--- config.mk ---
export PLATFORM = sky130hd
export DESIGN_NAME = jcu_uart
export DESIGN_NICKNAME = d
export VERILOG_FILES = /design/src/logic/jcu_fifo.v /design/src/logic/jcu_uart.v
export VERILOG_INCLUDE_DIRS = /design/src /design/src/logic
export SDC_FILE = /design/constraint.sdc
export NUM_CORES = 1
export LEC_CHECK = 0
export ABC_CLOCK_PERIOD_IN_PS = 3370
export BUFFER_PORTS_ARGS = -buffer_cell sky130_fd_sc_hd__buf_2
export CORE_ASPECT_RATIO = 1.1
export CORE_MARGIN = 3
export CORE_UTILIZATION = 55
export DETAILED_ROUTE_END_ITERATION = 8
export PLACE_DENSITY = 0.72
export SYNTH_ARGS = -nofsm -noshare
export SYNTH_HDL_FRONTEND = slang
export SYNTH_SLANG_ARGS = --single-unit
--- constraint.sdc ---
create_clock -name clk -period 3.37 [get_ports clk]
set_input_delay 0.337 -clock clk [delete_from_list [all_inputs] [get_ports clk]]
set_output_delay 0.337 -clock clk [all_outputs]
set_load 0.02 [all_outputs]
--- src/logic/jcu_defines.vh ---
// Shared constants for the debug-link character UART.
`ifndef JCU_DEFINES_VH
`define JCU_DEFINES_VH

`define JCU_DATA_ADDR     32'h10001000
`define JCU_CTRL_ADDR     32'h10001004

`define JCU_FIFO_DEPTH    64
`define JCU_FIFO_AW       6
`define JCU_FIFO_CW       7
`define JCU_SKID_DEPTH    2
`define JCU_SKID_AW       1
`define JCU_SKID_CW       2

`define JCU_CHAR_W        8
`define JCU_CHAR_LSB      0
`define JCU_CHAR_MSB      7
`define JCU_FIELD_W       16
`define JCU_FIELD_LSB     16
`define JCU_FIELD_MSB     31
`define JCU_RX_VALID_BIT  15

`define JCU_RX_IE_BIT     0
`define JCU_TX_IE_BIT     1
`define JCU_RX_IP_BIT     8
`define JCU_TX_IP_BIT     9
`define JCU_HOST_SEEN_BIT 10

`define JCU_IRQ_LEVEL     7

`define JCU_FRAME_W       9
`define JCU_BIT_W         4
`define JCU_LAST_BIT      4'h8
`define JCU_SYNC_W        3
`define JCU_WORD_ZERO     32'h00000000

`endif

--- src/logic/jcu_fifo.v ---
// Flip-flop FIFO with valid/ready on both sides and an occupancy count.
module jcu_fifo #(
  parameter WIDTH = 8,
  parameter DEPTH = 64,
  parameter AW    = 6,
  parameter CW    = 7
) (
  input  wire             clk,
  input  wire             rst,
  input  wire             in_valid,
  output wire             in_ready,
  input  wire [WIDTH-1:0] in_data,
  output wire             out_valid,
  input  wire             out_ready,
  output wire [WIDTH-1:0] out_data,
  output wire [CW-1:0]    count
);

  // DEPTH must be a power of two so that the pointers wrap by themselves.
  localparam [CW-1:0] FULL_C = DEPTH;
  localparam [CW-1:0] ONE_C  = 1;
  localparam [AW-1:0] STEP_C = 1;

  reg  [WIDTH-1:0] mem_q [0:DEPTH-1];
  reg  [AW-1:0]    wr_q;
  reg  [AW-1:0]    rd_q;
  reg  [CW-1:0]    cnt_q;
  wire             push;
  wire             pop;

  assign in_ready  = (cnt_q != FULL_C);
  assign out_valid = (cnt_q != {CW{1'b0}});
  assign out_data  = mem_q[rd_q];
  assign count     = cnt_q;
  assign push      = in_valid & in_ready;
  assign pop       = out_valid & out_ready;

  always @(posedge clk) begin
    if (push) begin
      mem_q[wr_q] <= in_data;
    end
  end

  always @(posedge clk) begin
    if (rst) begin
      wr_q  <= {AW{1'b0}};
      rd_q  <= {AW{1'b0}};
      cnt_q <= {CW{1'b0}};
    end else begin
      if (push) begin
        wr_q <= wr_q + STEP_C;
      end
      if (pop) begin
        rd_q <= rd_q + STEP_C;
      end
      if (push & ~pop) begin
        cnt_q <= cnt_q + ONE_C;
      end else if (pop & ~push) begin
        cnt_q <= cnt_q - ONE_C;
      end
    end
  end

endmodule

--- src/logic/jcu_uart.v ---
// Character UART between the processor bus and a host debug link.
//
// Operation
// Two 32-bit registers: data and control.
// Host characters land in a 64-entry FIFO.
// Data bits 31:16 give receive count.
// Character arriving at full receive FIFO dropped.
// Bit 15 set whenever receive FIFO not empty.
// Data read pops oldest, shows decremented count.
// Empty FIFO read: valid bit zero.
// Data write pushes byte to transmit FIFO.
// Data write leaves receive side untouched.
// Control bits 31:16 give transmit free room.
// Write to full transmit FIFO is dropped.
// Host link access sets host_seen bit 10.
// Writing one clears host_seen; zero keeps.
// Enables at bits 0,1; pending at 8,9.
// Enabled interrupt raised while level exceeds seven.
// Pending clears as software moves characters.
// Interrupt output ORs enabled pending bits.
// Host fills only with room, drains in order.
//
// Link frame: while link_frame is high the host gives nine link_clk
// rising edges. Bit 0 is a carry flag each way, bits 1..8 the character
// LSB first. The host samples link_dout on rising edges; this block
// changes it after falling edges.
//
// The plain strobed port was decided locally.
`include "jcu_defines.vh"

module jcu_uart #(
  parameter DEPTH = `JCU_FIFO_DEPTH,
  parameter AW    = `JCU_FIFO_AW,
  parameter CW    = `JCU_FIFO_CW
) (
  input  wire        clk,
  input  wire        rst,
  input  wire [31:0] bus_addr,
  input  wire [31:0] bus_wdata,
  input  wire        bus_we,
  input  wire        bus_re,
  output wire [31:0] bus_rdata,
  output wire        irq,
  input  wire        link_clk,
  input  wire        link_frame,
  input  wire        link_din,
  output wire        link_dout,
  output wire        link_rx_room
);

  localparam PADW = `JCU_FIELD_W - CW;
  localparam [CW-1:0] DEPTH_C = DEPTH;
  localparam [CW-1:0] LEVEL_C = `JCU_IRQ_LEVEL;
  localparam [CW-1:0] ONE_C   = 1;
  localparam [`JCU_BIT_W-1:0] BIT_ONE = 1;

  localparam [1:0] ST_IDLE = 2'h1;
  localparam [1:0] ST_BITS = 2'h2;

  // Address match, shared by the read and write decoders.
  function hit;
    input [31:0] addr;
    input [31:0] offset;
    begin
      hit = (addr == offset);
    end
  endfunction

  // Zero-extends a FIFO count into a 16-bit register field.
  function [`JCU_FIELD_W-1:0] widen;
    input [CW-1:0] value;
    begin
      widen = {{PADW{1'b0}}, value};
    end
  endfunction

  // True while a FIFO level lies above the interrupt threshold.
  function above_level;
    input [CW-1:0] value;
    begin
      above_level = (value > LEVEL_C);
    end
  endfunction

  // Bus decode.
  wire data_rd;
  wire data_wr;
  wire ctrl_rd;
  wire ctrl_wr;

  assign data_rd = bus_re & hit(bus_addr, `JCU_DATA_ADDR);
  assign ctrl_rd = bus_re & hit(bus_addr, `JCU_CTRL_ADDR);
  assign data_wr = bus_we & hit(bus_addr, `JCU_DATA_ADDR);
  assign ctrl_wr = bus_we & hit(bus_addr, `JCU_CTRL_ADDR);

  // Control state.
  reg        rx_ie_q;
  reg        tx_ie_q;
  reg        rx_ip_q;
  reg        tx_ip_q;
  reg        seen_q;
  reg        irq_q;
  reg        room_q;
  reg [31:0] rdata_q;
  reg [31:0] rdata_d;

  // Link synchronisers: stage 0 feeds stage 1 only, stage 2 is for edges.
  // The extra edge stage costs one cycle per link edge, which the slow
  // host clock easily absorbs.
  reg [`JCU_SYNC_W-1:0] lclk_q;
  reg [`JCU_SYNC_W-1:0] lfrm_q;
  reg [`JCU_SYNC_W-1:0] ldin_q;

  wire lclk_rise;
  wire lclk_fall;
  wire frame_start;
  wire frame_on;
  wire din_s;

  assign lclk_rise   = lclk_q[1] & ~lclk_q[2];
  assign lclk_fall   = ~lclk_q[1] & lclk_q[2];
  assign frame_start = lfrm_q[1] & ~lfrm_q[2];
  assign frame_on    = lfrm_q[1];
  assign din_s       = ldin_q[1];

  always @(posedge clk) begin
    if (rst) begin
      lclk_q <= {`JCU_SYNC_W{1'b0}};
      lfrm_q <= {`JCU_SYNC_W{1'b0}};
      ldin_q <= {`JCU_SYNC_W{1'b0}};
    end else begin
      lclk_q <= {lclk_q[1:0], link_clk};
      lfrm_q <= {lfrm_q[1:0], link_frame};
      ldin_q <= {ldin_q[1:0], link_din};
    end
  end

  // Link frame engine. There is no timeout: a host that stops clocking
  // mid-frame leaves the engine waiting until link_frame drops.
  reg [1:0]              st_q;
  reg [`JCU_BIT_W-1:0]   bit_q;
  reg [`JCU_FRAME_W-1:0] rxsh_q;
  reg [`JCU_FRAME_W-1:0] txsh_q;
  reg                    dout_q;

  wire [`JCU_FRAME_W-1:0] rx_word;
  wire                    frame_end;

  assign rx_word   = {din_s, rxsh_q[`JCU_FRAME_W-1:1]};
  assign frame_end = (st_q == ST_BITS) & frame_on & lclk_rise & (bit_q == `JCU_LAST_BIT);

  // Receive FIFO.
  wire                   rx_in_valid;
  wire                   rx_in_ready;
  wire                   rx_valid;
  wire [`JCU_CHAR_W-1:0] rx_char;
  wire [CW-1:0]          rx_count;

  // A flagged character is offered only at the end of a whole frame.
  assign rx_in_valid = frame_end & rx_word[0];

  jcu_fifo #(
    .WIDTH (`JCU_CHAR_W),
    .DEPTH (DEPTH),
    .AW    (AW),
    .CW    (CW)
  ) u_rx_fifo (
    .clk       (clk),
    .rst       (rst),
    .in_valid  (rx_in_valid),
    .in_ready  (rx_in_ready),
    .in_data   (rx_word[`JCU_FRAME_W-1:1]),
    .out_valid (rx_valid),
    .out_ready (data_rd),
    .out_data  (rx_char),
    .count     (rx_count)
  );

  // Transmit FIFO, then a two-entry buffer that the frame engine drains.
  wire                   tx_in_ready;
  wire                   tx_mid_valid;
  wire                   tx_mid_ready;
  wire [`JCU_CHAR_W-1:0] tx_mid_data;
  wire [CW-1:0]          tx_count;
  wire                   skid_valid;
  wire                   skid_ready;
  wire [`JCU_CHAR_W-1:0] skid_data;
  wire [CW-1:0]          tx_room;

  // The link buffer is not counted, so software may place up to two more
  // characters than tx_room shows before writes start to be dropped.
  assign tx_room = DEPTH_C - tx_count;

  jcu_fifo #(
    .WIDTH (`JCU_CHAR_W),
    .DEPTH (DEPTH),
    .AW    (AW),
    .CW    (CW)
  ) u_tx_fifo (
    .clk       (clk),
    .rst       (rst),
    .in_valid  (data_wr),
    .in_ready  (tx_in_ready),
    .in_data   (bus_wdata[`JCU_CHAR_MSB:`JCU_CHAR_LSB]),
    .out_valid (tx_mid_valid),
    .out_ready (tx_mid_ready),
    .out_data  (tx_mid_data),
    .count     (tx_count)
  );

  // The buffer is only popped once a frame has carried its head out, so
  // a host that stops clocking stalls it and the transmit FIFO behind it.
  assign skid_ready = frame_end & txsh_q[0];

  jcu_fifo #(
    .WIDTH (`JCU_CHAR_W),
    .DEPTH (`JCU_SKID_DEPTH),
    .AW    (`JCU_SKID_AW),
    .CW    (`JCU_SKID_CW)
  ) u_tx_skid (
    .clk       (clk),
    .rst       (rst),
    .in_valid  (tx_mid_valid),
    .in_ready  (tx_mid_ready),
    .in_data   (tx_mid_data),
    .out_valid (skid_valid),
    .out_ready (skid_ready),
    .out_data  (skid_data),
    .count     ()
  );

  always @(posedge clk) begin
    if (rst) begin
      st_q   <= ST_IDLE;
      bit_q  <= {`JCU_BIT_W{1'b0}};
      rxsh_q <= {`JCU_FRAME_W{1'b0}};
      txsh_q <= {`JCU_FRAME_W{1'b0}};
      dout_q <= 1'b0;
    end else begin
      case (st_q)
        ST_IDLE: begin
          if (frame_start) begin
            // The head is latched so a late buffer change cannot tear it.
            txsh_q <= {skid_data, skid_valid};
            dout_q <= skid_valid;
            bit_q  <= {`JCU_BIT_W{1'b0}};
            st_q   <= ST_BITS;
          end
        end
        ST_BITS: begin
          if (!frame_on) begin
            // A frame cut short moves nothing in either direction.
            st_q <= ST_IDLE;
          end else if (lclk_rise) begin
            rxsh_q <= rx_word;
            bit_q  <= bit_q + BIT_ONE;
            if (bit_q == `JCU_LAST_BIT) begin
              st_q <= ST_IDLE;
            end
          end else if (lclk_fall) begin
            dout_q <= txsh_q[bit_q];
          end
        end
        default: begin
          st_q <= ST_IDLE;
        end
      endcase
    end
  end

  // Read data, captured in the strobe cycle and shown in the next.
  always @* begin
    rdata_d = `JCU_WORD_ZERO;
    if (data_rd) begin
      if (rx_valid) begin
        rdata_d[`JCU_FIELD_MSB:`JCU_FIELD_LSB] = widen(rx_count - ONE_C);
      end
      rdata_d[`JCU_RX_VALID_BIT] = rx_valid;
      // An empty read still shows the stale head character, so software
      // must test the valid bit before using the byte.
      rdata_d[`JCU_CHAR_MSB:`JCU_CHAR_LSB] = rx_char;
    end else if (ctrl_rd) begin
      rdata_d[`JCU_FIELD_MSB:`JCU_FIELD_LSB] = widen(tx_room);
      rdata_d[`JCU_HOST_SEEN_BIT] = seen_q;
      rdata_d[`JCU_TX_IP_BIT] = tx_ip_q;
      rdata_d[`JCU_RX_IP_BIT] = rx_ip_q;
      rdata_d[`JCU_TX_IE_BIT] = tx_ie_q;
      rdata_d[`JCU_RX_IE_BIT] = rx_ie_q;
    end
  end

  always @(posedge clk) begin
    if (rst) begin
      rdata_q <= `JCU_WORD_ZERO;
    end else begin
      rdata_q <= rdata_d;
    end
  end

  // Control register and host-seen flag.
  always @(posedge clk) begin
    if (rst) begin
      rx_ie_q <= 1'b0;
      tx_ie_q <= 1'b0;
      seen_q  <= 1'b0;
    end else begin
      if (ctrl_wr) begin
        rx_ie_q <= bus_wdata[`JCU_RX_IE_BIT];
        tx_ie_q <= bus_wdata[`JCU_TX_IE_BIT];
      end
      // A link access in the same cycle as the clear keeps the flag set.
      if (frame_start) begin
        seen_q <= 1'b1;
      end else if (ctrl_wr & bus_wdata[`JCU_HOST_SEEN_BIT]) begin
        seen_q <= 1'b0;
      end
    end
  end

  // Interrupts follow the FIFO levels, so draining the receive side or
  // filling the transmit side lowers them with no separate clear.
  always @(posedge clk) begin
    if (rst) begin
      rx_ip_q <= 1'b0;
      tx_ip_q <= 1'b0;
      irq_q   <= 1'b0;
      room_q  <= 1'b0;
    end else begin
      rx_ip_q <= rx_ie_q & above_level(rx_count);
      tx_ip_q <= tx_ie_q & above_level(tx_room);
      irq_q   <= (rx_ip_q & rx_ie_q) | (tx_ip_q & tx_ie_q);
      room_q  <= rx_in_ready;
    end
  end

  assign bus_rdata    = rdata_q;
  assign irq          = irq_q;
  assign link_dout    = dout_q;
  assign link_rx_room = room_q;

endmodule

==> results of run 1 <==
## Yosys cell counts (11+ instances only)
library cell	n
edfxtp_1	1040
mux4_2	259
nor2_1	219
dfxtp_1	112
mux2i_1	77
clkbuf_1	69
a21oi_1	46
nand2_1	46
a22oi_1	40
buf_2	31
inv_1	31
xor2_1	27
nor2b_1	26
buf_1	25
nor4_1	22
o21ai_0	21
o22ai_1	20
buf_4	19
ha_1	19
or3_1	16
a221oi_1	15
nand3_1	14
a211oi_1	12
nand4_1	12
xnor2_1	12
nor3_1	11
## what timing repair did
action / CTS / global route
hold buffers: 4 / 0
buffers inserted: 0 / 2
pin swaps: 0 / 2
setup endpoints to repair: 1 / 1
hold endpoints to repair: 4 / 0
resized for setup: 1 / 4
## per-layer routing
metal / global-route usage (%) / vias up / wire length, µm
li1: - / 10000 / -
met1: 30.5 / 12000 / 37900
met2: 40.7 / 830 / 51500
met3: 3.34 / 191 / 5590
met4: 8.32 / 0 / 3400
met5: 0 / - / 0
## state kept, by name, indices dropped and copies added (netlist names), 4 cells and up, named ones only
name and flops:
u_tx_fifo.wr_q 6, txsh_q 9, u_tx_fifo.count 7, u_rx_fifo.mem_q 512, u_tx_fifo.rd_q 6, bus_rdata 19, u_rx_fifo.count 7, u_rx_fifo.wr_q 6
u_rx_fifo.rd_q 6, u_tx_fifo.mem_q 512, u_tx_skid.mem_q 16, rxsh_q 8, bit_q 4
## worst max-delay path: cells and delay by family, from the launching register on
kind	cells	cell delay, ns
compound gates	3	0.53
fa+ha+maj	3	0.55
buf+inv	2	0.17
flops	1	0.32
mux	1	0.33
simple gates	5	1.19
## power breakdown
part / switching [mW] / internal [mW]
Combinational: 1.80 / 1.87
Clock: 5.19 / 7.27
Sequential: 0.206 / 15.7
## stage by stage
step	setup WS (ns)	power, mW
floorplan	0.00224	18.7
global route	0.00835	33.1
finish	0.161	32.0
CTS	0.0565	32.2
detailed placement	-0.0349	19.8
global placement	0.0114	19.7
## kinds of logic after synthesis
kind of cell / after synthesis / synth area share [%]
other: 1 / 0.00833
buffers and inverters: 180 / 1.79
adder cells (fa/ha/maj): 20 / 0.572
XOR/XNOR: 39 / 0.758
AND/OR/NAND/NOR: 417 / 4.53
flip-flops: 1152 / 74.3
multiplexers: 345 / 14.9
AO/OA/AOI/OAI: 204 / 3.14
## worst max-delay path by stage
stage,startpoint,endpoint,slack [ns],cells after the start
floorplan,u_tx_fifo.count[0],u_tx_fifo.count[6],0.002,14
global placement,u_tx_fifo.count[1],u_tx_fifo.count[6],0.01,13
detailed placement,u_tx_fifo.count[1],u_tx_fifo.count[6],-0.03,14
finish,u_tx_fifo.count[1],u_tx_fifo.count[6],0.16,14
CTS,u_tx_fifo.count[1],u_tx_fifo.count[6],0.06,14
global route,u_tx_fifo.count[1],u_tx_fifo.count[6],0.008,14
## final cells by class
class	count	area (µm²)
clock buffers	145	3030
repair buffers	295	2210
well taps	1054	1320
flip-flops and latches	1152	33500
clock inverters	61	659
fillers	5406	29000
multi-input cells	1038	10900
inverters	33	126
==> qor.yml, run 1 <==
synthesis:
  yosys-top-cells-area: "edfxtp_1 (69%), mux4_2 (13%), dfxtp_1 (5.0%), nor2_1 (1.8%), mux2i_1 (1.7%)"
  synth_edf_count: 1040
  ys_types: 63
  synth_area_leader_cell: "edfxtp_1"
  ys_ff_latch: 1152
  synth_ff_type: "edfxtp_1"
  yosysTopAreaCellShare_pct: 69.3
  synth_area_mm2: 0.0450
  yosys_warnings: 0
  avgSynthCellArea_um2: 19.1
  yosysSeqAreaShare_pct: 74.3
  async_flop_share_pct: 0
  netlist_instances: 2358
placed_design:
  placed_cell_area_mm2: 0.0479
  gp_congestion: 0.828
  dp_cells: 3566
  dp_hpwl_um: 62000
  numPortBuffers: 69
sta:
  holdWs_ns: 0.0545
  timing.fmax_ghz: 0.312
  finalSetupViolations: 0
  setup_tns_ns: 0
  tightest_slew_ns: 1.29
  finClkSkew_ns: 0.0299
  period_needed_ns: 3.21
  slew-limit-headroom_pct: 13.9
  hold_viol: 0
  drv_slew: 0
  rsz0062_at_grt: "no"
  period_share_pct: 95.2
layout:
  layout.nets: 2721
  n_antenna_cell: 0
  mostFrequentLayoutCells: "edfxtp_1 (1040), mux4_2 (259), nor2_1 (219)"
  layout-drive-gt1-share_pct: 28.4
  design_area_mm2: 0.0517
  final_common_cell: "edfxtp_1"
  final_core_util_pct: 64.0
  area_growth_pct: 14.8
  instances_no_fill: 3778
setup_path:
  cpPeakStageDelay_ns: 0.52
  r2r-end: "u_tx_fifo.count[6]"
  crit_chain: "inv_2 -> ha_4 -> or4b_4 -> o31ai_4 -> nor4_2 -> ha_4 -> inv_4 -> ha_4 -> nor2b_1 -> o21ai_2 -> a21boi_2 -> or3_1 -> nand3_1 -> mux2_2"
  r2r_slack_ns: 0.16
  worstSetupStartpointType: "register"
  arrival_ns: 3.76
  end_kind: "register"
  cpMostUsedCell: "ha_4"
  worst_ep_required_time_ns: 3.92
  cp_max_fo: 7
  reg2reg_depth: 14
  r2r-start: "u_tx_fifo.count[1]"
  critPathKind: "register to register"
  critPathSlowestCell: "or4b_4"
global_routing:
  gr-usage-all-layers_pct: 23.4
  grt_pass1_vias: 24000
  antenna_found_initial: 1
  grt-ovfl-total: 0
  grt_pass1_wl_um: 150000
  grt_start_max_net_pins: 85
min_path:
  min_path_type: "input port to register"
  hold_path.startpoint: "rst"
  min_to: "bus_rdata[1]"
  hold_depth: 3
floorplanning:
  fp.dieW_um: 279
  initial_utilization_pct: 55.8
  ios: 106
  num_rows: 109
  die_y_um: 306
  die-area_mm2: 0.0854
  fp.coreArea_mm2: 0.0807
job:
  maxCapViolations: 0
power:
  leakage_nw: 16.7
  irDropWorstVdd_mv: 0.577
  powerDensity_mw_per_mm2: 619
drt:
  drtPass1Iterations: 5
  viasPerCell: 6.10
  wl_per_cell_um: 26.1
  drt_iter0_markers: 2336
  routed_wl_um: 98500
  ant_nets: 0
  dr_total_vias: 23100
  drc: 0
clocking:
  clock-root-buffer: "clkbuf_16"
  clk_latency_ns: 0.67
  cts_tree: "built"
  cts_sinks: 1152
  path_clk_slew_ns: 0.06
  cts_inserted_buffers: 110
  cts_buffer_depth: 3
  h-tree-depth: 3
outcome:
  status: "finished, final reports clean"
Note: power is estimated with default switching activity, not from simulation.
==> run 2, diff against run 1 <==
Settings changed: CORE_ASPECT_RATIO 1.1 to 0.9.
==> run 2 against run 1 <==
Compared with the run above: clock skew up 0.014 ns; fmax down 0.98%; worst setup slack got worse by 0.032 ns; sequential power about the same; final area down 0.25%.
==> qor.yml, run 2 (same netlist as run 1, synthesis figures left out) <==
outcome:
  status: "finished, final reports clean"
sta:
  hold_viol: 0  # unchanged
  timing.fmax_ghz: 0.309  # -0.98%
  tightest_slew_ns: 1.29  # -0.000805 ns
  period_needed_ns: 3.24  # +0.0319 ns
  finClkSkew_ns: 0.0439  # +0.0140 ns
  finalSetupViolations: 0  # unchanged
  setup_slack_ns: 0.129  # -0.0319 ns
  period_share_pct: 96.2  # +0.95 points
  slew-limit-headroom_pct: 14.0  # +0.054 points
  drv_slew: 0  # unchanged
power:
  irDropWorstVdd_mv: 0.508  # -12%
  powerDensity_mw_per_mm2: 614  # -0.79%
  leakage_nw: 16.7  # -0.30%
layout:
  mostFrequentLayoutCells: "edfxtp_1 (1040), mux4_2 (259), nor2_1 (219)"
  fillCellCount: 5232  # -3.2%
  design_area_mm2: 0.0516  # -0.25%
  n_antenna_cell: 0  # unchanged
  layout-drive-gt1-share_pct: 28.1  # -0.25 points
  layout.nets: 2725  # +0.15%
  area_growth_pct: 14.5
  instances_no_fill: 3777  # -0.026%
  final_common_cell: "edfxtp_1"
setup_path:
  critPathSlowestCell: "or4b_4"
  cpMostUsedCell: "ha_4"
  worstSetupStartpointType: "register"
  r2r-start: "u_tx_fifo.count[1]"
  end_kind: "register"
  critPathKind: "register to register"
  r2r_slack_ns: 0.13  # -0.03 ns
  reg2reg_depth: 14  # unchanged
  cpPeakStageDelay_ns: 0.52  # about the same
  arrival_ns: 3.81  # +0.05 ns
  crit_chain: "inv_2 -> ha_4 -> or4b_4 -> o31ai_4 -> nor4_2 -> ha_4 -> inv_6 -> ha_4 -> nor2b_1 -> o21ai_2 -> a21boi_2 -> or3_1 -> nand3_1 -> mux2_2"
  r2r-end: "u_tx_fifo.count[6]"
  cp_max_fo: 7  # unchanged
  worst_ep_required_time_ns: 3.94  # +0.02 ns
placed_design:
  dp_cells: 3564  # -0.056%
  numPortBuffers: 69  # unchanged
  placed_cell_area_mm2: 0.0479  # -0.14%
  dpl_worst_slack_ns: -0.0957  # -0.0608 ns
  dp_hpwl_um: 62800  # +1.2%
  gp_congestion: 0.862  # +4.1%
global_routing:
  gr-usage-all-layers_pct: 23.5  # +0.11 points
  grt_start_max_net_pins: 85  # unchanged
  antenna_found_initial: 0  # -1
  grt_pass1_wl_um: 150000  # about the same
  grt_pass1_vias: 23600  # -1.8%
  grt-ovfl-total: 0  # unchanged
drt:
  drc: 0  # unchanged
  drtPass1Iterations: 5  # unchanged
  viasPerCell: 6.18  # +1.3%
  ant_nets: 0  # unchanged
  dr_total_vias: 23400  # +1.3%
  wl_per_cell_um: 26.1  # +0.20%
  drt_iter0_markers: 2621  # +12%
  routed_wl_um: 98600  # +0.17%
clocking:
  cts_buffer_depth: 3  # unchanged
  cts_sinks: 1152  # unchanged
  h-tree-depth: 3  # unchanged
  cts_tree: "built"
  cts_inserted_buffers: 109  # -0.91%
  clock-root-buffer: "clkbuf_16"
  path_clk_slew_ns: 0.06  # about the same
  clk_latency_ns: 0.69  # +0.02 ns
min_path:
  hold_depth: 2  # -1
  hold_path.startpoint: "bus_addr[2]"
  min_path_type: "input port to register"
  min_to: "bus_rdata[9]"
job:
  maxCapViolations: 0  # unchanged
floorplanning:
  fp.dieW_um: 308  # +10%
  initial_utilization_pct: 56.1  # +0.29 points
  ios: 106  # unchanged
  die_y_um: 277  # -9.4%
  fp.coreArea_mm2: 0.0803  # -0.52%
  die-area_mm2: 0.0854  # about the same
  num_rows: 98  # -10%
## run 2: stage by stage
step | utilization (%) | TNS (ns) | power, mW | hold slack (ns)
3_5_place_dp | 59.6 | -0.0957 | 19.8 | 0.441
2_1_floorplan | - | 0 | 18.7 | 0.414
6_report | 64.2 | 0 | 31.7 | 0.0549
3_3_place_gp | 59.6 | -0.0314 | 19.7 | 0.423
4_1_cts | 64.2 | 0 | 31.9 | 0.0201
5_1_grt | 64.2 | -0.0139 | 32.7 | 0.0362
## run 2: report_power, final
| part | switching, mW | leakage, nW | total, mW | internal [mW] |
|---|---|---|---|---|
| clock network | 5.18 | 1.76 | 12.2 | 6.98 |
| registers | 0.214 | 10.4 | 15.9 | 15.7 |
| logic | 1.84 | 4.52 | 3.62 | 1.78 |
| total | 7.23 | 16.7 | 31.7 | 24.5 |
## run 2: area by class of cell
class	instances	area, µm²	area share, %
inverters	33	129	0.250
flip-flops and latches	1152	33500	64.9
repair buffers	300	2190	4.25
well taps	1050	1310	2.55
multi-input cells	1038	10900	21.1
clock inverters	70	682	1.32
clock buffers	134	2900	5.63
## run 2: repair_timing
action / in CTS / in global routing
gates resized for setup: 2 / 5
gates cloned: 0 / 0
endpoints found under the hold margin: 5 / 0
hold buffers: 5 / 0
endpoints found under the setup margin: 1 / 1
setup buffers: 0 / 3
pin swaps: 0 / 4
## run 2: worst max-delay path, delay by kind of cell, from the launching register on
| kind | cells | cell delay, ns |
|---|---|---|
| simple gates | 5 | 1.20 |
| fa+ha+maj | 3 | 0.56 |
| mux | 1 | 0.32 |
| flops | 1 | 0.34 |
| buf+inv | 2 | 0.17 |
| compound gates | 3 | 0.52 |
## run 2: how the worst max path moves through the flow
stage | start | endpoint | slack, ns | cells past startpoint
CTS | u_tx_fifo.count[1] | u_tx_fifo.count[6] | 0.03 | 14
detailed placement | u_tx_fifo.count[1] | u_tx_fifo.count[6] | -0.1 | 13
global route | u_tx_fifo.count[1] | u_tx_fifo.count[6] | -0.01 | 14
floorplan | u_tx_fifo.count[0] | u_tx_fifo.count[6] | 0.002 | 14
global placement | u_tx_fifo.count[1] | u_tx_fifo.count[6] | -0.03 | 14
finish | u_tx_fifo.count[1] | u_tx_fifo.count[6] | 0.13 | 14
## run 2: per-layer routing
metal / up-vias / routed length, µm / global-route usage, %
met5: - / 0 / 0
met3: 202 / 7470 / 4.05
met1: 12000 / 40300 / 34.0
met2: 1068 / 47600 / 36.9
li1: 10100 / - / -
met4: 0 / 3240 / 7.87
